===== config.mk =====
export PLATFORM = sky130hd
export DESIGN_NAME = sfr_address_extension
export DESIGN_NICKNAME = d
export VERILOG_FILES = /design/src/common/sfr_ext_pkg.sv /design/src/hw/sfr_address_extension.sv
export SDC_FILE = /design/constraint.sdc
export NUM_CORES = 1
export LEC_CHECK = 0
export ABC_CLOCK_PERIOD_IN_PS = 2200
export BUFFER_PORTS_ARGS = -buffer_cell sky130_fd_sc_hd__buf_2
export CORE_MARGIN = 4
export CORE_UTILIZATION = 40
export CTS_BUF_LIST = sky130_fd_sc_hd__clkbuf_4
export CTS_CLUSTER_DIAMETER = 150
export DETAILED_ROUTE_END_ITERATION = 8
export PLACE_DENSITY = 0.58
export SLEW_MARGIN = 20
export SYNTH_ARGS = -nofsm -noshare
export SYNTH_HDL_FRONTEND = slang
export SYNTH_SLANG_ARGS = --single-unit

===== constraint.sdc =====
create_clock -name sys_clk -period 2.2 [get_ports sys_clk]
set_clock_uncertainty 0.1 [all_clocks]
set_input_delay 0.44 -clock sys_clk [delete_from_list [all_inputs] [get_ports sys_clk]]
set_output_delay 0.44 -clock sys_clk [all_outputs]
set_load 0.05 [all_outputs]

===== src/common/sfr_ext_pkg.sv =====
package sfr_ext_pkg;

   // ----------------------------------------
   // direct space window
   // ----------------------------------------
   localparam logic [7:0] SFR_LOW_ADDR       = 8'h80;
   localparam logic [7:0] SFR_HIGH_ADDR      = 8'hFF;
   localparam logic [7:0] SYSTEM_CONTROL_0_ADDR = 8'h8F;

   // ----------------------------------------
   // system_control_0 layout
   // ----------------------------------------
   localparam logic [7:0] SYSCTL0_RESET      = 8'h04;
   localparam int         AREA_SELECT_BIT    = 0;
   localparam int         INT_MODE_BIT       = 4;
   localparam logic [7:0] SYSCTL0_CONST_ONES = 8'h04;

   // ----------------------------------------
   // module_bank_register layout
   // ----------------------------------------
   localparam int         BANK_LSB           = 0;
   localparam int         BANK_WIDTH         = 3;
   localparam int         SLOT_LSB           = 4;
   localparam int         OPERATION_LSB      = 6;
   localparam int         SLOT_COUNT         = 4;
   localparam logic [2:0] BANK_RESET         = 3'h0;
   localparam int         MODULE_COUNT       = 4;

   // bank register addresses (standard area), one per banked module
   localparam logic [7:0] PORT_BANK_ADDR     = 8'hB2;
   localparam logic [7:0] ADC_BANK_ADDR      = 8'hD1;
   localparam logic [7:0] CCU_BANK_ADDR      = 8'hA3;
   localparam logic [7:0] SYS_BANK_ADDR      = 8'h91;

   typedef enum logic [1:0] {
      PLAIN_WRITE0  = 2'h0,
      PLAIN_WRITE1  = 2'h1,
      SAVE_AND_LOAD = 2'h2,
      RESTORE_SLOT  = 2'h3
   } bank_operation_t;

   // ----------------------------------------
   // core access carrier
   // ----------------------------------------
   typedef struct packed {
      logic       read;
      logic       write;
      logic [7:0] addr;
      logic [7:0] wdata;
   } sfr_access_t;

   // decoded target handed to peripherals
   typedef struct packed {
      logic       hit;
      logic       mapped;
      logic [7:0] offset;
      logic [2:0] bank;
   } sfr_target_t;

endpackage


===== src/hw/sfr_address_extension.sv =====
`timescale 1ns/1ps
// Functional notes
// - only direct addresses 0x80..0xFF decode as register accesses
// - standard and mapped sets share the 128-address range, 256 in total
// - area select 1 routes to mapped set, 0 to standard set
// - area select is cleared only by reset or by software
// - control 0: bits 0 and 4 read/write, bit 2 reads 1, rest 0
// - each banked module's selected bank goes out on moduleBanks; the target bank field is always 0
// - bank count set per module by parameter
// - each bank register has four storage slots 0..3
// - save write copies current bank to slot and loads new bank
// - restore write loads bank from slot, ignores written bank bits
// - banking for ports, converter, capture/compare, system control
// - bank field bits 2..0; write sets bank, read returns active bank
// - bits 5..4 pick storage slot, write-only
// - operation 0X plain write, 10 save then load, 11 restore
module sfr_address_extension
   import sfr_ext_pkg::*;
#(
   parameter logic [3:0] BANK_COUNT0 = 4'd4,
   parameter logic [3:0] BANK_COUNT1 = 4'd8,
   parameter logic [3:0] BANK_COUNT2 = 4'd4,
   parameter logic [3:0] BANK_COUNT3 = 4'd2
)(
   input  wire logic        sys_clk,
   input  wire logic        reset_n,
   input  wire sfr_access_t coreAccess,
   output sfr_target_t      target,
   output logic [7:0]       readData,
   output logic             readValid,
   output logic             interruptMode,
   output logic [11:0]      moduleBanks
);

   // ----------------------------------------
   // helpers
   // ----------------------------------------
   // window decode
   function automatic logic inWindow(input logic [7:0] a);
      return (a >= SFR_LOW_ADDR) && (a <= SFR_HIGH_ADDR);
   endfunction

   // clamp bank to module's bank count
   function automatic logic [2:0] clampBank(input logic [2:0] b,
                                            input logic [3:0] cnt);
      return ({1'b0, b} < cnt) ? b : 3'(cnt - 4'd1);
   endfunction

   function automatic logic [7:0] bankAddr(input int m);
      case (m)
         0:       return PORT_BANK_ADDR;
         1:       return ADC_BANK_ADDR;
         2:       return CCU_BANK_ADDR;
         default: return SYS_BANK_ADDR;
      endcase
   endfunction

   function automatic logic [3:0] bankCount(input int m);
      case (m)
         0:       return BANK_COUNT0;
         1:       return BANK_COUNT1;
         2:       return BANK_COUNT2;
         default: return BANK_COUNT3;
      endcase
   endfunction

   // ----------------------------------------
   // system control 0
   // ----------------------------------------
   logic areaSelect_reg;
   logic intMode_reg;
   logic hit;
   logic ctlHit;

   assign hit    = inWindow(coreAccess.addr);
   // control 0 sits in both areas so software can always leave mapping
   assign ctlHit = hit && (coreAccess.addr == SYSTEM_CONTROL_0_ADDR);

   always_ff @(posedge sys_clk) begin
      if (!reset_n) begin
         areaSelect_reg <= SYSCTL0_RESET[AREA_SELECT_BIT];
         intMode_reg    <= SYSCTL0_RESET[INT_MODE_BIT];
      end else if (coreAccess.write && ctlHit) begin
         areaSelect_reg <= coreAccess.wdata[AREA_SELECT_BIT];
         intMode_reg    <= coreAccess.wdata[INT_MODE_BIT];
      end
   end

   // ----------------------------------------
   // module bank registers
   // ----------------------------------------
   // ports, converter, capture/compare, system control
   logic [2:0]              bank_reg [MODULE_COUNT];
   logic [2:0]              slot_reg [MODULE_COUNT][SLOT_COUNT];
   logic [MODULE_COUNT-1:0] bankHit;
   logic [1:0]              slotSel;
   bank_operation_t         bankOp;
   logic [2:0]              newBank [MODULE_COUNT];

   always_comb begin
      for (int m = 0; m < MODULE_COUNT; m++) begin
         // bank registers live in the standard area
         bankHit[m] = hit && !areaSelect_reg &&
                      (coreAccess.addr == bankAddr(m));
      end
   end

   always_comb begin
      slotSel = coreAccess.wdata[SLOT_LSB +: 2];
      bankOp  = bank_operation_t'(coreAccess.wdata[OPERATION_LSB +: 2]);
   end

   always_comb begin
      for (int m = 0; m < MODULE_COUNT; m++) begin
         newBank[m] = clampBank(coreAccess.wdata[BANK_LSB +: BANK_WIDTH],
                                bankCount(m));
      end
   end

   always_ff @(posedge sys_clk) begin
      for (int m = 0; m < MODULE_COUNT; m++) begin
         if (!reset_n) begin
            bank_reg[m] <= BANK_RESET;
         end else if (coreAccess.write && bankHit[m]) begin
            case (bankOp)
               SAVE_AND_LOAD: begin
                  bank_reg[m] <= newBank[m];
               end
               RESTORE_SLOT: begin
                  bank_reg[m] <= slot_reg[m][slotSel];
               end
               default: begin
                  bank_reg[m] <= newBank[m];
               end
            endcase
         end
      end
   end

   always_ff @(posedge sys_clk) begin
      for (int m = 0; m < MODULE_COUNT; m++) begin
         if (!reset_n) begin
            for (int s = 0; s < SLOT_COUNT; s++) begin
               slot_reg[m][s] <= BANK_RESET;
            end
         end else if (coreAccess.write && bankHit[m] &&
                      bankOp == SAVE_AND_LOAD) begin
            slot_reg[m][slotSel] <= bank_reg[m];
         end
      end
   end

   // ----------------------------------------
   // read path and routing
   // ----------------------------------------
   logic [7:0] readNext;
   always_comb begin
      readNext = 8'h00;
      if (ctlHit) begin
         readNext = SYSCTL0_CONST_ONES;
         readNext[AREA_SELECT_BIT] = areaSelect_reg;
         readNext[INT_MODE_BIT]    = intMode_reg;
      end
      for (int m = 0; m < MODULE_COUNT; m++) begin
         // read returns active bank, slot/op read zero
         if (bankHit[m])
            readNext = {5'h00, bank_reg[m]};
      end
   end

   always_ff @(posedge sys_clk) begin
      if (!reset_n) begin
         readData  <= 8'h00;
         readValid <= 1'b0;
      end else begin
         readData  <= readNext;
         readValid <= coreAccess.read && hit;
      end
   end

   // area routing of the decoded target
   always_ff @(posedge sys_clk) begin
      if (!reset_n) begin
         target <= '0;
      end else begin
         target.hit    <= hit && (coreAccess.read || coreAccess.write);
         target.mapped <= areaSelect_reg;
         target.offset <= coreAccess.addr;
         target.bank   <= 3'h0;
      end
   end

   // per-module active banks for peripheral decode
   always_ff @(posedge sys_clk) begin
      if (!reset_n) begin
         moduleBanks <= 12'h000;
      end else begin
         moduleBanks <= {bank_reg[3], bank_reg[2], bank_reg[1], bank_reg[0]};
      end
   end

   always_ff @(posedge sys_clk) begin
      if (!reset_n) begin
         interruptMode <= 1'b0;
      end else begin
         interruptMode <= intMode_reg;
      end
   end

endmodule // sfr_address_extension


==> impl_results.rst, run 1 <==
.. list-table::
   :header-rows: 1

   * - Metric
     - Value
   * - Status
     - finished, final reports clean
   * - Total of cells resized after clock tree synthesis
     - 0
   * - Area added between synthesis and finish
     - 15.30%
   * - Cell depth of the worst flop-to-flop path
     - 5
   * - Final critical-path share of the clock period
     - a little under 90%
   * - Hold Violations, Final
     - 0
   * - Worst Hold Slack
     - 110.1 ps
   * - Drt initial violations
     - 159
   * - Hold depth
     - 2
   * - Starting density of the core
     - 41.63%
   * - Commonest cells after routing, fill and taps aside
     - 60 x sky130_fd_sc_hd__edfxtp_1, 57 x sky130_fd_sc_hd__and2_1, 46 x sky130_fd_sc_hd__buf_2
   * - Flip-flop count of the largest register after layout
     - 48
   * - Placed wire-length estimate
     - 6.895 mm
   * - Post-synthesis sequential element count
     - 90
   * - Clock latency of the later-clocked register in the worst-skew pair
     - between 400 and 500 ps
   * - Final setup vio count
     - 0
   * - TritonCTS clock tree
     - yes
   * - Mapped Cells
     - between 300 and 400
   * - CTS max path bufs
     - 2
   * - Worst max-slew margin expressed relative to the limit
     - between 60% and 70%
   * - Final TNS setup
     - 0 ps
   * - Via count of the first global-routing pass
     - 2855
   * - Area of the core region
     - 9864 sq um
   * - Global route overflow
     - 0
   * - Endpoint type of the worst setup path
     - flop
   * - Number of antenna violations at the first check in global routing
     - 0
   * - Path type of the worst min-delay path
     - in -> reg
   * - Detailed-route DRC error count
     - 0
   * - H-tree Lvls
     - 3
   * - Measured slew at the worst slew-check pin
     - around 510 ps
   * - Shortest period the worst path allows
     - between 1500 and 2000 ps
   * - First-pass DRT Iterations
     - 4
   * - Antenna-violating nets left
     - 0
   * - Number of buffers inserted during clock tree synthesis
     - 9
   * - Number of buffers added for setup after CTS
     - 0
   * - Cell Count, Final, Fillers Out
     - 521
   * - Flip-flop cell with the highest count after synthesis
     - sky130_fd_sc_hd__edfxtp_1
   * - Most common library cell in the layout ignoring fill and taps
     - sky130_fd_sc_hd__edfxtp_1
   * - Number of buffers inserted for hold repair after clock tree synthesis
     - 0
   * - Ratio of cells with drive above 1 in the final layout
     - between 30 and 40%
   * - Net count of the finished layout
     - 403
   * - Weighted congestion reported at the end of routability-driven placement
     - 0.7514
   * - Die Y
     - 109.3 um
   * - Kind of start point of the critical path
     - flop
   * - Boundary Pins
     - 55
   * - Placed Instances
     - 505
   * - Async set-or-reset flop fraction in the synthesized netlist
     - 0%
   * - Horiz. Die Dim
     - 109.3 um
   * - Maximum number of pins on one net before global-route repair
     - 27
   * - GRT Util Overall
     - 17.20%
   * - Worst reg2reg startpoint
     - areaSelect_reg$_SDFFE_PN0P_
   * - Leakage power
     - 1.926 nW
   * - Max FO, Critical Path
     - 8
   * - Overall die area
     - around 12000 sq um
   * - Via count
     - 2708
   * - Mapped Avg Cell Area
     - between 10 and 15 sq um
   * - FILL cells
     - 913
   * - Hold_sp
     - coreAccess[17]
   * - Count of warnings emitted by yosys
     - 0
   * - Number of synthesized flops with an enable pin
     - 60
   * - Global-route wire length before repair
     - 15.15 mm
   * - Netlist area before placement
     - 4106 sq um
   * - Std cell rows
     - 36
   * - CTS Root Cell
     - sky130_fd_sc_hd__clkbuf_4
   * - Antenna diode count
     - 0
   * - Worst Path Class, Setup
     - reg -> reg
   * - Portion of the post-synthesis area used by sequential elements
     - 58.50%
   * - Count of pins over their slew limit
     - 0
   * - Port-buffer cells
     - 46
   * - WL/cell
     - 18.30 um
   * - Number of distinct library cells after synthesis
     - 44
   * - Total detailed-routing wirelength
     - 9.534 mm
   * - Clock transition at path regs
     - 130 ps
   * - RSZ-0062 raised after global routing
     - false
   * - Worst endpoint required time
     - 2260 ps
   * - End of the worst register-to-register path
     - slot_reg[3][3]$_DFFE_PP_
   * - Hold Crit Endpoint
     - target[12]$_SDFF_PN0_
   * - Maximum ir drop on the vdd rail
     - about 330 uV
   * - Number of maximum-capacitance violations
     - 0
   * - Achievable clock frequency
     - approximately 520 MHz
   * - Avg Vias per Cell
     - 5.198
   * - Arrival time reported for the critical path endpoint
     - 1980 ps
   * - Sinks on the clock net
     - 90
   * - Reg2Reg Setup Slack
     - approximately 270 ps
   * - Cell Pwr Density
     - between 600 and 700 nW/um^2
-- routing by layer --
metal  wire length (um)  global-route usage [%]  up-vias
li1                   -                       -     1283
met1               4159                   23.10     1360
met2               4741                   27.29       61
met3                567                   3.641        4
met4                 65                   6.768        0
met5                  0                       0        -
-- final cells by class --
class / count / area [sq um] / area share (%)
multi-input combinational: 215 / 1620 / 34.22
tap: 133 / 166.4 / 3.515
sequential: 90 / 2402 / 50.74
clock inverter: 5 / 53.80 / 1.136
inverter: 1 / 3.754 / 0.07928
clock buffer: 11 / 82.58 / 1.744
timing repair buffer: 66 / 405.4 / 8.562
-- cell families (layout without fill, tap and decap cells) --
group	count (synthesis)	after routing	synth area share, %
compound gates	29	29	4.601
buf+inv	20	83	2.590
flops	90	90	58.50
mux	15	15	7.313
other cells	1	7	0.09132
simple gates	164	164	26.90
-- cell usage after synthesis (2+ instances only) --
| cell | number | area [sq um] |
|---|---|---|
| sky130_fd_sc_hd__o21ai_0 | 5 | 25.02 |
| sky130_fd_sc_hd__and4b_1 | 2 | 20.02 |
| sky130_fd_sc_hd__o21a_1 | 2 | 15.01 |
| sky130_fd_sc_hd__nand2_1 | 17 | 63.81 |
| sky130_fd_sc_hd__nor4bb_1 | 2 | 20.02 |
| sky130_fd_sc_hd__nand3_1 | 9 | 45.04 |
| sky130_fd_sc_hd__mux2i_1 | 3 | 30.03 |
| sky130_fd_sc_hd__o31ai_1 | 2 | 15.01 |
| sky130_fd_sc_hd__dfxtp_1 | 30 | 600.6 |
| sky130_fd_sc_hd__mux4_2 | 12 | 270.3 |
| sky130_fd_sc_hd__a21o_1 | 4 | 30.03 |
| sky130_fd_sc_hd__a21oi_1 | 8 | 40.04 |
| sky130_fd_sc_hd__a211oi_1 | 2 | 15.01 |
| sky130_fd_sc_hd__and4bb_2 | 2 | 25.02 |
| sky130_fd_sc_hd__and3_1 | 18 | 112.6 |
| sky130_fd_sc_hd__a22oi_1 | 3 | 22.52 |
| sky130_fd_sc_hd__nor2_1 | 13 | 48.80 |
| sky130_fd_sc_hd__clkbuf_1 | 7 | 26.28 |
| sky130_fd_sc_hd__buf_4 | 7 | 52.55 |
| sky130_fd_sc_hd__nand4_4 | 3 | 63.81 |
| sky130_fd_sc_hd__and2_1 | 57 | 356.6 |
| sky130_fd_sc_hd__nand2b_1 | 15 | 93.84 |
| sky130_fd_sc_hd__nor3_2 | 12 | 120.1 |
| sky130_fd_sc_hd__edfxtp_1 | 60 | 1802 |
| sky130_fd_sc_hd__buf_2 | 4 | 20.02 |
| sky130_fd_sc_hd__nor3_1 | 2 | 10.01 |
-- through the flow --
stage / util (%) / power, mW / instance area (sq um) / worst slack, ps
2_1_floorplan: - / 2.137 / 4129 / 93.99
5_1_grt: 48.00 / 3.255 / 4735 / 163.8
4_1_cts: 48.00 / 3.165 / 4735 / 267.4
6_report: 48.00 / 3.139 / 4735 / 271.3
3_5_place_dp: 46.61 / 2.258 / 4598 / 35.01
3_3_place_gp: 46.61 / 2.253 / 4598 / 71.33
-- worst max path at each step --
stage	startpoint	slack, ps	endpoint	cells past startpoint
after floorplan	coreAccess[11]	90	slot_reg[1][3]$_DFFE_PP_	4
after global placement	coreAccess[11]	70	slot_reg[3][5]$_DFFE_PP_	6
after detailed placement	coreAccess[11]	40	slot_reg[3][7]$_DFFE_PP_	6
after CTS	areaSelect_reg$_SDFFE_PN0P_	270	slot_reg[3][7]$_DFFE_PP_	5
after global routing	areaSelect_reg$_SDFFE_PN0P_	160	slot_reg[3][7]$_DFFE_PP_	5
final	areaSelect_reg$_SDFFE_PN0P_	270	slot_reg[3][3]$_DFFE_PP_	5
-- critical path, stage by stage (launching register included) --
cell	delay, ps
sky130_fd_sc_hd__dfxtp_1	360
sky130_fd_sc_hd__nor4b_4	320
sky130_fd_sc_hd__buf_12	180
sky130_fd_sc_hd__nand4b_4	160
sky130_fd_sc_hd__nor3_2	310
sky130_fd_sc_hd__nand2b_1	210
-- power by group --
part / switching (mW) / internal [mW] / total, mW
clock network: 0.550 / 0.372 / 0.921
registers: 0.0320 / 1.85 / 1.88
logic: 0.227 / 0.108 / 0.334
Power figures use the tool's default switching activity.
==> inputs of run 2 (changes only) <==
--- a/config.mk
+++ b/config.mk
@@ -5,6 +5,7 @@
 export SDC_FILE = /design/constraint.sdc
 export NUM_CORES = 1
 export LEC_CHECK = 0
+export ABC_AREA = 1
 export ABC_CLOCK_PERIOD_IN_PS = 2200
 export BUFFER_PORTS_ARGS = -buffer_cell sky130_fd_sc_hd__buf_2
 export CORE_MARGIN = 4
==> impl_results.rst, run 2 <==
.. list-table::
   :header-rows: 1

   * - Metric
     - Value
   * - Status
     - finished, final reports clean
   * - Number of antenna violations at the first check in global routing
     - 0
   * - Global-route wire length before repair
     - 13.81 mm
   * - Netlist area before placement
     - approximately 4000 sq um
   * - Cell Pwr Density
     - 695.0 nW/um^2
   * - Clock latency of the later-clocked register in the worst-skew pair
     - approximately 440 ps
   * - Area of the core region
     - roughly 9400 sq um
   * - Ratio of cells with drive above 1 in the final layout
     - 15.90%
   * - Starting density of the core
     - 41.81%
   * - Combinational fraction of design power
     - roughly a tenth
   * - Slowest cell on crit path
     - sky130_fd_sc_hd__dfxtp_1
   * - Number of buffers added for setup after CTS
     - 0
   * - Top-count cell post-synth
     - sky130_fd_sc_hd__nand2_1
   * - Post-synth top area cell
     - sky130_fd_sc_hd__edfxtp_1
   * - Number of synthesized flops with an enable pin
     - 60
   * - Number of buffers inserted during clock tree synthesis
     - 9
   * - WL/cell
     - 13.38 um
   * - Drt initial violations
     - 149
   * - Number of maximum-capacitance violations
     - 0
   * - Sinks on the clock net
     - 90
   * - Most frequent cells after synthesis
     - 121 x sky130_fd_sc_hd__nand2_1, 70 x sky130_fd_sc_hd__nor2_1, 60 x sky130_fd_sc_hd__edfxtp_1, 60 x sky130_fd_sc_hd__inv_1, 30 x sky130_fd_sc_hd__dfxtp_1
   * - Cell family with most CP delay
     - simple AND/OR/NAND/NOR gates
   * - FILL cells
     - 894
   * - RSZ-0062 raised after global routing
     - false
   * - Leakage power
     - 2.081 nW
   * - Clk network pwr share
     - 29.7%
   * - Net count of the finished layout
     - 512
   * - Switching power summed over all nets
     - 0.8150 mW
   * - Mapped Cells
     - 441
   * - Placed wire-length estimate
     - 6.408 mm
   * - Worst endpoint required time
     - 2250 ps
   * - Via count of the first global-routing pass
     - 2930
   * - Switching power share of the total
     - 26.49%
   * - Via count
     - 3000
   * - Area added between synthesis and finish
     - 12.46%
   * - Count of pins over their slew limit
     - 0
   * - Boundary Pins
     - 55
   * - Worst stage delay on the critical path
     - 370 ps
   * - Antenna-violating nets left
     - 0
   * - Most common library cell in the layout ignoring fill and taps
     - sky130_fd_sc_hd__nand2_1
   * - TritonCTS clock tree
     - yes
   * - Port-buffer cells
     - 46
   * - GRT Util Overall
     - 15.46%
   * - H-tree Lvls
     - 3
   * - Maximum ir drop on the vdd rail
     - 238.0 uV
   * - Weighted congestion reported at the end of routability-driven placement
     - 0.8749
   * - Cell-by-cell listing of the critical path
     - inv_1 > nand2_1 > nor2_1 > nand3_1 > nor2_2 > nand3_1 > nand2_1
   * - Maximum number of pins on one net before global-route repair
     - 35
   * - Async set-or-reset flop fraction in the synthesized netlist
     - 0%
   * - Antenna diode count
     - 0
   * - Std cell rows
     - 35
   * - Hold Violations, Final
     - 0
   * - Buffers and inverters on the worst path
     - 1
   * - Achievable clock frequency
     - roughly 560 MHz
   * - Kind of start point of the critical path
     - flop
   * - Path type of the worst min-delay path
     - in -> reg
   * - Max FO, Critical Path
     - 5
   * - Die Y
     - 107.2 um
   * - Count of warnings emitted by yosys
     - 0
   * - Overall die area
     - ~11000 sq um
   * - Worst Path Class, Setup
     - reg -> reg
   * - CTS Root Cell
     - sky130_fd_sc_hd__clkbuf_4
   * - Leading post-synthesis cells by cell area
     - sky130_fd_sc_hd__edfxtp_1 46%, sky130_fd_sc_hd__dfxtp_1 15%, sky130_fd_sc_hd__nand2_1 12%
   * - Mapped Avg Cell Area
     - 8.926 sq um
   * - Total of cells resized after clock tree synthesis
     - 0
   * - Total detailed-routing wirelength
     - 8.374 mm
   * - Flip-flop count of the largest register after layout
     - 48
   * - Endpoint type of the worst setup path
     - flop
   * - Number of distinct library cells after synthesis
     - 25
   * - Horiz. Die Dim
     - 107.2 um
   * - Final standard cell area without fillers
     - 4427 sq um
   * - Top-area cell type share of the netlist area
     - a little under half
   * - Final critical-path share of the clock period
     - 81.50%
   * - Final TNS setup
     - 0 ps
   * - CTS max path bufs
     - 2
   * - Placed inst area
     - 4292 sq um
   * - Avg Vias per Cell
     - 4.792
   * - Portion of the post-synthesis area used by sequential elements
     - 61.03%
   * - Shortest period the worst path allows
     - around 1800 ps
   * - Number of buffers inserted for hold repair after clock tree synthesis
     - 0
   * - Global route overflow
     - 0
   * - Power share of the sequential group
     - 60.8%
   * - P_int
     - 2.262 mW
   * - First-pass DRT Iterations
     - 5
   * - Flip-flop cell with the highest count after synthesis
     - sky130_fd_sc_hd__edfxtp_1
   * - Final setup vio count
     - 0
   * - Detailed-route DRC error count
     - 0
   * - Arrival time reported for the critical path endpoint
     - 1840 ps
   * - Commonest cells after routing, fill and taps aside
     - 121 x sky130_fd_sc_hd__nand2_1, 70 x sky130_fd_sc_hd__nor2_1, 60 x sky130_fd_sc_hd__inv_1, 60 x sky130_fd_sc_hd__edfxtp_1, 46 x sky130_fd_sc_hd__buf_2
   * - Post-synthesis sequential element count
     - 90
   * - Clock transition at path regs
     - between 100 and 150 ps
## run 2: metal layers
metal	global-route usage [%]	up-vias	routed length (um)
met5	0	-	0
met4	6.210	0	178
li1	-	1505	-
met1	19.59	1380	3818
met2	26.01	101	3865
met3	2.890	14	511
## run 2: worst reg2reg max path, stage by stage, from the launching register on
cell,delay [ps]
sky130_fd_sc_hd__dfxtp_1,370
sky130_fd_sc_hd__inv_1,100
sky130_fd_sc_hd__nand2_1,60
sky130_fd_sc_hd__nor2_1,120
sky130_fd_sc_hd__nand3_1,160
sky130_fd_sc_hd__nor2_2,250
sky130_fd_sc_hd__nand3_1,190
sky130_fd_sc_hd__nand2_1,180
## run 2: cell families (layout without fill, tap and decap cells)
kind of cell,after synthesis,count (layout),synth area share (%)
buffers and inverters,78,128,8.360
other,1,7,0.09527
DFF,90,90,61.03
AOI/OAI and AO/OA,29,29,4.355
and+or+nand+nor,243,243,26.16
## run 2: final cells by class
type	count	area (sq um)	share of cell area, %
clock inverters	7	67.56	1.526
inverters	60	225.2	5.088
clock buffers	9	67.56	1.526
flip-flops and latches	90	2402	54.27
multi-input cells	279	1227	27.73
well taps	129	161.4	3.646
repair buffers	52	275.3	6.218
## run 2: worst paths after layout
| check | from | end | slack (ps) | cells past startpoint |
|---|---|---|---|---|
| worst max-delay path | areaSelect_reg$_SDFFE_PN0P_ | slot_reg[2][8]$_DFFE_PP_ | 410 | 7 |
| worst min-delay path | coreAccess[11] | target[6]$_SDFF_PN0_ | 90 | 3 |
| worst max register to register | areaSelect_reg$_SDFFE_PN0P_ | slot_reg[2][8]$_DFFE_PP_ | 410 | 7 |
| worst min register to register | intMode_reg$_SDFFE_PN0P_ | intMode_reg$_SDFFE_PN0P_ | 360 | 2 |
## run 2: power by group through the flow
stage,combinational (mW),clock [mW],sequential (mW)
after floorplan,0.157,0,1.96
after global placement,0.295,0,1.91
after detailed placement,0.296,0,1.91
after CTS,0.297,0.928,1.87
after global routing,0.327,0.995,1.88
final,0.295,0.912,1.87
## run 2: per-stage QoR
step | hold WS [ps] | utilization (%) | total power [mW] | worst slack (ps) | instances
2_1_floorplan | 319.3 | - | 2.122 | 486.5 | 447
3_3_place_gp | 334.4 | 45.58 | 2.202 | 175.1 | 610
3_5_place_dp | 344.0 | 45.58 | 2.205 | 130.5 | 610
4_1_cts | 71.73 | 47.02 | 3.095 | 414.4 | 626
5_1_grt | 87.55 | 47.02 | 3.197 | 166.1 | 626
6_report | 88.20 | 47.02 | 3.077 | 407.1 | 626
